[config.mk]
export PLATFORM = sky130hd
export DESIGN_NAME = bbcp_top
export DESIGN_NICKNAME = d
export VERILOG_FILES = /design/src/rtl/bbcp_pkg.sv /design/src/rtl/bbcp_duty_div.sv /design/src/rtl/bbcp_top.sv
export SDC_FILE = /design/constraint.sdc
export NUM_CORES = 1
export LEC_CHECK = 0
export ABC_AREA = 1
export BUFFER_PORTS_ARGS = -buffer_cell sky130_fd_sc_hd__buf_2
export CORE_MARGIN = 1
export CORE_UTILIZATION = 45
export DETAILED_ROUTE_END_ITERATION = 7
export MAX_ROUTING_LAYER = met4
export PLACE_DENSITY = 0.64
export SYNTH_ARGS = -nofsm -noshare
export SYNTH_HDL_FRONTEND = slang
export SYNTH_SLANG_ARGS = --single-unit
[constraint.sdc]
create_clock -name clock_in -period 10.2 [get_ports clock_in]
set_input_delay 0 -clock clock_in [delete_from_list [all_inputs] [get_ports clock_in]]
set_output_delay 0 -clock clock_in [all_outputs]
set_load 0.1 [all_outputs]
[src/rtl/bbcp_pkg.sv]
// Shared constants and types for the backlight brightness code path
package bbcp_pkg;

  // ----------------------------------------------------------------
  // Clock and code widths
  // ----------------------------------------------------------------
  localparam int CLK_HZ = 250_000_000;
  localparam int CODE_W = 11;
  localparam logic [10:0] CODE_MAX = 11'h7ff;
  localparam logic [10:0] CODE_RESET = 11'h000;
  localparam logic [2:0] LOW_RESET = 3'h0;

  // ----------------------------------------------------------------
  // PWM sample rates, selected by a 2-bit field (0, 1, 1x)
  // ----------------------------------------------------------------
  localparam int SR_HZ_SLOW = 800_000;
  localparam int SR_HZ_MID = 4_000_000;
  localparam int SR_HZ_FAST = 24_000_000;
  localparam int SR_DIV_SLOW = CLK_HZ / SR_HZ_SLOW;
  localparam int SR_DIV_MID = CLK_HZ / SR_HZ_MID;
  localparam int SR_DIV_FAST = CLK_HZ / SR_HZ_FAST;

  // ----------------------------------------------------------------
  // PWM-loss timeout per sample rate, in us and in sample ticks
  // ----------------------------------------------------------------
  localparam int TO_US_SLOW = 25_000;
  localparam int TO_US_MID = 3_000;
  localparam int TO_US_FAST = 600;
  localparam int TO_SMP_SLOW = TO_US_SLOW * (SR_HZ_SLOW / 1000) / 1000;
  localparam int TO_SMP_MID = TO_US_MID * (SR_HZ_MID / 1000) / 1000;
  localparam int TO_SMP_FAST = TO_US_FAST * (SR_HZ_FAST / 1000) / 1000;

  // ----------------------------------------------------------------
  // Ramp step times in us, one per 3-bit ramp rate code
  // ----------------------------------------------------------------
  localparam int US_DIV = CLK_HZ / 1_000_000;
  localparam int RAMP_US [8] = '{1, 2, 4, 8, 16, 64, 256, 1000};
  localparam int RAMP_US_W = 10;

  // ----------------------------------------------------------------
  // Hysteresis field
  // ----------------------------------------------------------------
  localparam logic [2:0] HYST_MAX = 3'h6;

  // ----------------------------------------------------------------
  // Brightness control modes and divider states
  // ----------------------------------------------------------------
  typedef enum logic [1:0] {
    BBCP_MODE_I2C = 2'h0,
    BBCP_MODE_PWM = 2'h1,
    BBCP_MODE_MUL_AFTER = 2'h2,
    BBCP_MODE_MUL_BEFORE = 2'h3
  } bbcp_mode_e;

  typedef enum logic {
    BBCP_DIV_IDLE = 1'b0,
    BBCP_DIV_RUN = 1'b1
  } bbcp_div_state_e;

endpackage

[src/rtl/bbcp_duty_div.sv]
// Serial divider turning high and total sample counts into an 11-bit duty code
`timescale 1ns/1ps
module bbcp_duty_div #(
  parameter int CNT_W = 16
) (
  // Clock and reset
  input wire logic clock_in,
  input wire logic reset_n_in,
  // Request
  input wire logic start_in,
  input wire logic [CNT_W-1:0] high_in,
  input wire logic [CNT_W-1:0] total_in,
  // Answer
  output logic busy_out,
  output logic done_out,
  output logic [10:0] code_out
);

  bbcp_pkg::bbcp_div_state_e state_q;
  logic [CNT_W:0] rem_q;
  logic [CNT_W:0] den_q;
  logic [11:0] quo_q;
  logic [3:0] bit_q;
  logic [CNT_W:0] rem_sh;
  logic ge;
  logic [11:0] quo_fin;

  if (CNT_W < 8 || CNT_W > 24)
  begin : g_chk
    $error("CNT_W out of range");
  end

  // First step compares the count itself, later steps shift the remainder
  always_comb
  begin
    rem_sh = (bit_q == 4'h0) ? rem_q : {rem_q[CNT_W-1:0], 1'b0};
    ge = (rem_sh >= den_q);
    quo_fin = {quo_q[10:0], ge};
  end

  // Restoring division, twelve quotient bits
  always_ff @(posedge clock_in)
  begin
    if (!reset_n_in)
    begin
      state_q <= bbcp_pkg::BBCP_DIV_IDLE;
      rem_q <= '0;
      den_q <= '0;
      quo_q <= 12'h000;
      bit_q <= 4'h0;
    end
    else
    begin
      case (state_q)
        bbcp_pkg::BBCP_DIV_IDLE:
        begin
          if (start_in && total_in != '0)
          begin
            rem_q <= {1'b0, high_in};
            den_q <= {1'b0, total_in};
            quo_q <= 12'h000;
            bit_q <= 4'h0;
            state_q <= bbcp_pkg::BBCP_DIV_RUN;
          end
        end
        bbcp_pkg::BBCP_DIV_RUN:
        begin
          rem_q <= ge ? rem_sh - den_q : rem_sh;
          quo_q <= quo_fin;
          bit_q <= bit_q + 4'h1;
          if (bit_q == 4'hb)
          begin
            state_q <= bbcp_pkg::BBCP_DIV_IDLE;
          end
        end
        default:
        begin
          state_q <= bbcp_pkg::BBCP_DIV_IDLE;
        end
      endcase
    end
  end

  // Result with saturation of a full-scale quotient
  always_ff @(posedge clock_in)
  begin
    if (!reset_n_in)
    begin
      done_out <= 1'b0;
      code_out <= bbcp_pkg::CODE_RESET;
    end
    else
    begin
      done_out <= (state_q == bbcp_pkg::BBCP_DIV_RUN) && (bit_q == 4'hb);
      if (state_q == bbcp_pkg::BBCP_DIV_RUN && bit_q == 4'hb)
      begin
        code_out <= quo_fin[11] ? bbcp_pkg::CODE_MAX : quo_fin[10:0];
      end
    end
  end

  assign busy_out = (state_q != bbcp_pkg::BBCP_DIV_IDLE);

endmodule

[src/rtl/bbcp_top.sv]
// Backlight brightness code path: PWM duty measure, hysteresis, mode mix and ramper
`timescale 1ns/1ps
module bbcp_top #(
  parameter int CNT_W = 16,
  parameter int TO_SMP_SLOW = bbcp_pkg::TO_SMP_SLOW,
  parameter int TO_SMP_MID = bbcp_pkg::TO_SMP_MID,
  parameter int TO_SMP_FAST = bbcp_pkg::TO_SMP_FAST
) (
  // Clock and reset
  input wire logic clock_in,
  input wire logic reset_n_in,
  // PWM pin
  input wire logic pwm_in,
  // Brightness word writes
  input wire logic [2:0] brightness_low_in,
  input wire logic brightness_low_wr_in,
  input wire logic [7:0] brightness_high_in,
  input wire logic brightness_high_wr_in,
  // Configuration
  input wire logic [1:0] mode_in,
  input wire logic [1:0] sample_rate_in,
  input wire logic [2:0] hysteresis_in,
  input wire logic [2:0] ramp_rate_in,
  // Status and code
  output logic [10:0] brightness_code_out,
  output logic [10:0] pwm_code_out,
  output logic led_on_out,
  output logic boost_on_out,
  output logic pwm_timeout_out
);

  localparam logic [CNT_W-1:0] CNT_ONE = CNT_W'(1);
  localparam logic [CNT_W-1:0] CNT_SAT = '1;

  if (TO_SMP_SLOW >= 2 ** CNT_W || TO_SMP_MID >= 2 ** CNT_W || TO_SMP_FAST >= 2 ** CNT_W || TO_SMP_FAST < 1)
  begin : g_chk
    $error("Timeout counts do not fit CNT_W");
  end

  // ----------------------------------------------------------------
  // Helper functions
  // ----------------------------------------------------------------
  function automatic logic [8:0] sr_div(input logic [1:0] r);
    logic [8:0] v;
    v = 9'(bbcp_pkg::SR_DIV_FAST - 1);
    if (r == 2'h0) v = 9'(bbcp_pkg::SR_DIV_SLOW - 1);
    else if (r == 2'h1) v = 9'(bbcp_pkg::SR_DIV_MID - 1);
    return v;
  endfunction

  function automatic logic [CNT_W-1:0] to_limit(input logic [1:0] r);
    logic [CNT_W-1:0] v;
    v = CNT_W'(TO_SMP_FAST);
    if (r == 2'h0) v = CNT_W'(TO_SMP_SLOW);
    else if (r == 2'h1) v = CNT_W'(TO_SMP_MID);
    return v;
  endfunction

  function automatic logic [10:0] mul_scale(input logic [10:0] a, input logic [10:0] b);
    logic [21:0] p;
    p = a * b;
    return p[21:11];
  endfunction

  // ----------------------------------------------------------------
  // Dividers: sample tick and microsecond tick
  // ----------------------------------------------------------------
  logic [8:0] smp_cnt_q;
  logic [7:0] us_cnt_q;
  logic smp_tick;
  logic us_tick;

  assign smp_tick = (smp_cnt_q >= sr_div(sample_rate_in));
  assign us_tick = (us_cnt_q == 8'(bbcp_pkg::US_DIV - 1));

  // Sample rate divider, one-cycle enable per sample
  always_ff @(posedge clock_in)
  begin
    if (!reset_n_in) smp_cnt_q <= 9'h000;
    else if (smp_tick) smp_cnt_q <= 9'h000;
    else smp_cnt_q <= smp_cnt_q + 9'h001;
  end

  // Microsecond divider for ramp step timing
  always_ff @(posedge clock_in)
  begin
    if (!reset_n_in || us_tick) us_cnt_q <= 8'h00;
    else us_cnt_q <= us_cnt_q + 8'h01;
  end

  // ----------------------------------------------------------------
  // PWM sampling, period measure and loss timeout
  // ----------------------------------------------------------------
  logic pwm_s_q;
  logic seen_q;
  logic timeout_q;
  logic start_q;
  logic [CNT_W-1:0] high_q;
  logic [CNT_W-1:0] total_q;
  logic [CNT_W-1:0] idle_q;
  logic [CNT_W-1:0] meas_high_q;
  logic [CNT_W-1:0] meas_total_q;
  logic rise;
  logic pwm_en;

  assign rise = smp_tick && pwm_in && !pwm_s_q;
  assign pwm_en = (mode_in != bbcp_pkg::BBCP_MODE_I2C);

  // Count high and total samples between rising edges; more samples give more bits
  always_ff @(posedge clock_in)
  begin
    if (!reset_n_in)
    begin
      pwm_s_q <= 1'b0;
      seen_q <= 1'b0;
      start_q <= 1'b0;
      high_q <= '0;
      total_q <= '0;
      meas_high_q <= '0;
      meas_total_q <= '0;
    end
    else
    begin
      start_q <= 1'b0;
      if (smp_tick)
      begin
        pwm_s_q <= pwm_in;
        if (rise)
        begin
          start_q <= seen_q && !timeout_q;
          meas_high_q <= high_q;
          meas_total_q <= total_q;
          high_q <= CNT_ONE;
          total_q <= CNT_ONE;
          seen_q <= 1'b1;
        end
        else
        begin
          if (total_q != CNT_SAT) total_q <= total_q + CNT_ONE;
          if (pwm_in && high_q != CNT_SAT) high_q <= high_q + CNT_ONE;
          if (idle_q >= to_limit(sample_rate_in)) seen_q <= 1'b0;
        end
      end
    end
  end

  // Samples since the last rising edge; the limit follows the sample rate
  always_ff @(posedge clock_in)
  begin
    if (!reset_n_in)
    begin
      idle_q <= '0;
      timeout_q <= 1'b0;
    end
    else if (smp_tick)
    begin
      if (rise)
      begin
        idle_q <= '0;
        timeout_q <= 1'b0;
      end
      else
      begin
        if (idle_q != CNT_SAT) idle_q <= idle_q + CNT_ONE;
        if (idle_q >= to_limit(sample_rate_in)) timeout_q <= 1'b1;
      end
    end
  end

  logic div_done;
  logic [10:0] duty_code;

  bbcp_duty_div #(
    .CNT_W(CNT_W)
  ) u_div (
    .clock_in(clock_in),
    .reset_n_in(reset_n_in),
    .start_in(start_q),
    .high_in(meas_high_q),
    .total_in(meas_total_q),
    .busy_out(),
    .done_out(div_done),
    .code_out(duty_code)
  );

  // ----------------------------------------------------------------
  // Direction-change hysteresis on the duty code
  // ----------------------------------------------------------------
  logic [10:0] pwm_code_q;
  logic dir_up_q;
  logic dup;
  logic [10:0] mag;
  logic [10:0] thr;
  logic [2:0] hsel;

  // Threshold of 2^n codes, setting 7 treated as 6
  always_comb
  begin
    dup = (duty_code > pwm_code_q);
    mag = dup ? duty_code - pwm_code_q : pwm_code_q - duty_code;
    hsel = (hysteresis_in > bbcp_pkg::HYST_MAX) ? bbcp_pkg::HYST_MAX : hysteresis_in;
    thr = 11'h001 << hsel;
  end

  // Reversals must clear the threshold; same direction passes straight through
  always_ff @(posedge clock_in)
  begin
    if (!reset_n_in)
    begin
      pwm_code_q <= bbcp_pkg::CODE_RESET;
      dir_up_q <= 1'b1;
    end
    else if (timeout_q)
    begin
      pwm_code_q <= bbcp_pkg::CODE_RESET;
      dir_up_q <= 1'b0;
    end
    else if (div_done && duty_code != pwm_code_q)
    begin
      if (dup == dir_up_q || mag >= thr)
      begin
        pwm_code_q <= duty_code;
        dir_up_q <= dup;
      end
    end
  end

  // ----------------------------------------------------------------
  // Brightness word from two writes
  // ----------------------------------------------------------------
  logic [2:0] low_q;
  logic [10:0] word_q;

  // Low bits wait; the word changes only when the high byte lands
  always_ff @(posedge clock_in)
  begin
    if (!reset_n_in)
    begin
      low_q <= bbcp_pkg::LOW_RESET;
      word_q <= bbcp_pkg::CODE_RESET;
    end
    else
    begin
      if (brightness_low_wr_in) low_q <= brightness_low_in;
      if (brightness_high_wr_in)
      begin
        word_q <= {brightness_high_in, brightness_low_wr_in ? brightness_low_in : low_q};
      end
    end
  end

  // ----------------------------------------------------------------
  // Mode selection and ramper
  // ----------------------------------------------------------------
  localparam int RAMP_US_W_L = bbcp_pkg::RAMP_US_W;
  logic [10:0] target;
  logic [10:0] ramp_q;
  logic [RAMP_US_W_L-1:0] rtim_q;
  logic armed_q;
  logic step;

  // Ramper input per mode
  always_comb
  begin
    case (mode_in)
      bbcp_pkg::BBCP_MODE_I2C: target = word_q;
      bbcp_pkg::BBCP_MODE_PWM: target = pwm_code_q;
      bbcp_pkg::BBCP_MODE_MUL_AFTER: target = word_q;
      default: target = mul_scale(word_q, pwm_code_q);
    endcase
  end

  // First step is immediate, later steps wait one programmed period
  assign step = (ramp_q != target) &&
                (armed_q || (us_tick && rtim_q >= RAMP_US_W_L'(bbcp_pkg::RAMP_US[ramp_rate_in] - 1)));

  // Step timer in microseconds
  always_ff @(posedge clock_in)
  begin
    if (!reset_n_in || step || ramp_q == target) rtim_q <= '0;
    else if (us_tick) rtim_q <= rtim_q + RAMP_US_W_L'(1);
  end

  // One code per step toward the target, hold when reached
  always_ff @(posedge clock_in)
  begin
    if (!reset_n_in)
    begin
      ramp_q <= bbcp_pkg::CODE_RESET;
      armed_q <= 1'b1;
    end
    else
    begin
      armed_q <= (ramp_q == target) || (armed_q && !step);
      if (step) ramp_q <= (target > ramp_q) ? ramp_q + 11'h001 : ramp_q - 11'h001;
    end
  end

  // ----------------------------------------------------------------
  // Output stage
  // ----------------------------------------------------------------
  logic [10:0] code_d;

  assign code_d = (mode_in == bbcp_pkg::BBCP_MODE_MUL_AFTER) ? mul_scale(ramp_q, pwm_code_q) : ramp_q;

  // Registered outputs; code zero turns the LED current off
  always_ff @(posedge clock_in)
  begin
    if (!reset_n_in)
    begin
      brightness_code_out <= bbcp_pkg::CODE_RESET;
      led_on_out <= 1'b0;
      boost_on_out <= 1'b1;
      pwm_timeout_out <= 1'b0;
      pwm_code_out <= bbcp_pkg::CODE_RESET;
    end
    else
    begin
      brightness_code_out <= code_d;
      led_on_out <= (code_d != 11'h000);
      boost_on_out <= !(pwm_en && timeout_q);
      pwm_timeout_out <= timeout_q;
      pwm_code_out <= pwm_code_q;
    end
  end
endmodule

==> summary.txt <==
Total Die Area: 0.04978 mm^2
Worst EP required: 10.73 ns
status: finished clean
Slew headroom: 0.2518
hold-fix buffers at CTS: 26
Post-synth EDFFs: 0
most common cell in the netlist: nand2_1
Synth Area in Compound Gates: 0.1156
Worst Setup End Kind: register
Total Wirelength: 56640 um
final period utilization: 0.8313
Tightest Hold Check Type: in -> reg
placed cells: 3682
# DRC: 0
GRT Total Usage: 0.2376
H-Tree Depth: 1
r2r endpoint: ramp_q[10]
Leak: 0.01236 uW
post-cts resize count: 0
total CTS buffers: 29
1st-pass router iterations: 5
kind of critical path: reg -> reg
initial antenna violation count: 0
clk buf depth: 3
critical path fanouts, max: 26
r2r setup slk: 1.72 ns
# nets final: 3526
CP arrival: 9.00 ns
first-pass GRT wire length: 94690 um
clk slew on worst S/H paths: 0.06 ns
FP Rows: 80
worst flop-to-flop path startpoint: pwm_code_q[4]
Die X: 223.1 um
MaxCap Viol Count: 0
I/O pin count: 51
largest net degree at the start of global routing: 78
Hold WS: 0.1128 ns
min-delay src: reset_n_in
Hold Vio Cnt, Final: 0
clock sinks: 235
Synthesis Warnings: 0
CTS tree: yes
Pwr Total: 2777 uW
Initial Utilization: 0.4589
post-synthesis async set-or-reset flop share: 0
Post-DRT Antenna Nets: 0
vias post-DR: 19560
Max Freq: 117.9 MHz
clock latency on the worst-skew pair: 0.59 ns
Area after DPL: 0.02260 mm^2
diodes inserted: 0
TNS Setup: 0 ns
synthesis-stage register bit count: 235
vias in the first global route: 19580
Cells after Synth: 3116
setup violators final: 0
Layout Cells excl Fill: 3761
core area: 0.04795 mm^2
largest family of logic cells by synthesized area: adder cells
grt ovf: 0
Slew @ Worst Pin: 1.121 ns
share of cells above drive strength 1: 0.06071
fin area: 0.02392 mm^2
Vias/cell: 5.200
Synth area leaders: dfxtp_1, fa_1, ha_1
Worst R2R Path Depth: 36
Setup crit start: pwm_code_q[4]
postcts setup bufs: 0
Adder-Cell Fraction of Synth Area: 0.2691
post-synth top area cell: dfxtp_1
XOR/XNOR Fraction of Synth Area: 0.02588
slowest stage delay, CP: 1.05 ns
Synth Flop Type: dfxtp_1
Post-Synth Simple-Gate Area: 0.2440
Post-synth top cells: nand2_1, inv_1, dfxtp_1, a21oi_1, ha_1
mapped cell area: 0.02200 mm^2
maximum VDD drop: 0.1377 mV
multiplexer area fraction after synthesis: 0.001365
post-synthesis sequential area ratio: 0.2138
fin crit period: 8.479 ns
GP Congestion: 0.9402
Layout Skew: 0.01628 ns
fin. max-slew vios: 0
detailed placement HPWL: 43220 um
Area growth syn-to-layout: 8.730%
crit-path most repeated cell: nand2_1
hold-critical path endpoint: dir_up_q
Root Buffer: clkbuf_16
wire per inst: 15.06 um
unrepaired setup endpoints after global routing: false
initial drt markers: 1115
post-synth top area share: 0.2138
Crit-path slowest cell: dfxtp_1
die height: 223.1 um
power per cell area: 116.1 mW/mm^2
Startpoint Class: register
Syn Nets: 3518
Worst Hold Depth: 3
Yosys cell types: 58
PortBufs: 50
Syn Area/Cell: 7.061 um^2
==> metrics by stage <==
step | utilization | setup slack, ns
after floorplan | - | 2.974
after global placement | 0.4714 | 1.901
after detailed placement | 0.4714 | 1.791
after CTS | 0.4989 | 1.785
after global routing | 0.4989 | 1.019
final | 0.4989 | 1.721
==> worst max-delay path by stage <==
stage / end / slack [ns] / cells past startpoint
after global routing: ramp_q[10] / 1.02 / 36
after floorplan: ramp_q[10] / 2.97 / 38
after CTS: ramp_q[10] / 1.78 / 37
final: ramp_q[10] / 1.72 / 36
after detailed placement: ramp_q[10] / 1.79 / 37
after global placement: ramp_q[10] / 1.90 / 37
==> logic make-up (layout without fill, tap and decap cells) <==
kind of cell             after synthesis  count (layout)
AND/OR/NAND/NOR                     1238            1238
buffers and inverters                733             763
other                                  1               1
AO/OA/AOI/OAI                        465             465
flip-flops                           235             235
adder cells (fa/ha/maj)              376             376
multiplexers                           3               3
XOR/XNOR                              65              65
==> power breakdown <==
| group | leakage (uW) | switching [uW] | total [uW] | internal, uW |
|---|---|---|---|---|
| Clock | 0.000516 | 438 | 1140 | 703 |
| Combinational | 0.00995 | 362 | 555 | 193 |
| Sequential | 0.00190 | 130 | 1080 | 952 |
| Total | 0.0124 | 929 | 2780 | 1850 |
==> layer usage <==
layer | track usage | wire, um | up-vias
met3 | 0.02726 | 2504 | 134
met2 | 0.4184 | 27920 | 409
met5 | - | 0 | -
met4 | 0.07987 | 2068 | 0
li1 | - | - | 9815
met1 | 0.2802 | 24150 | 9199
==> critical path, delay by kind of cell, from the launching register on <==
kind | cells | cell delay, ns
AO/OA/AOI/OAI | 8 | 1.37
adder cells (fa/ha/maj) | 8 | 3.58
buffers and inverters | 4 | 0.23
flip-flops | 1 | 1.05
AND/OR/NAND/NOR | 16 | 2.16
==> registers in the layout, summed over array words and instances, names as in the netlist, 16 cells and up <==
register / flops
total_q: 16
high_q: 16
meas_high_q: 16
u_div.rem_q: 17
meas_total_q: 16
u_div.den_q: 16
idle_q: 16
==> layout make-up <==
type,instances,area [um^2]
fillers,4810,24020
multi-input cells,2148,14430
flip-flops and latches,235,4705
inverters,619,2330
clock buffers,40,837.1
well taps,615,769.5
repair buffers,91,623.1
clock inverters,13,224.0
==> layout by cell type (no fill, tap or decap), types with 16 or more instances in the layout <==
cell	Yosys	layout
nand2_1	704	704
inv_1	602	601
dfxtp_1	235	235
a21oi_1	223	223
ha_1	214	214
nor2_1	200	200
nand3_1	166	166
fa_1	162	162
o21ai_0	135	135
buf_2	8	50
nor3_1	43	43
nand4_1	38	38
xor2_1	34	34
xnor2_1	31	31
clkbuf_16	0	29
dlygate4sd3_1	0	26
o21ai_1	20	20
o22ai_1	20	20
nand2_2	16	16
No activity file was read; power rests on OpenSTA's default activity.
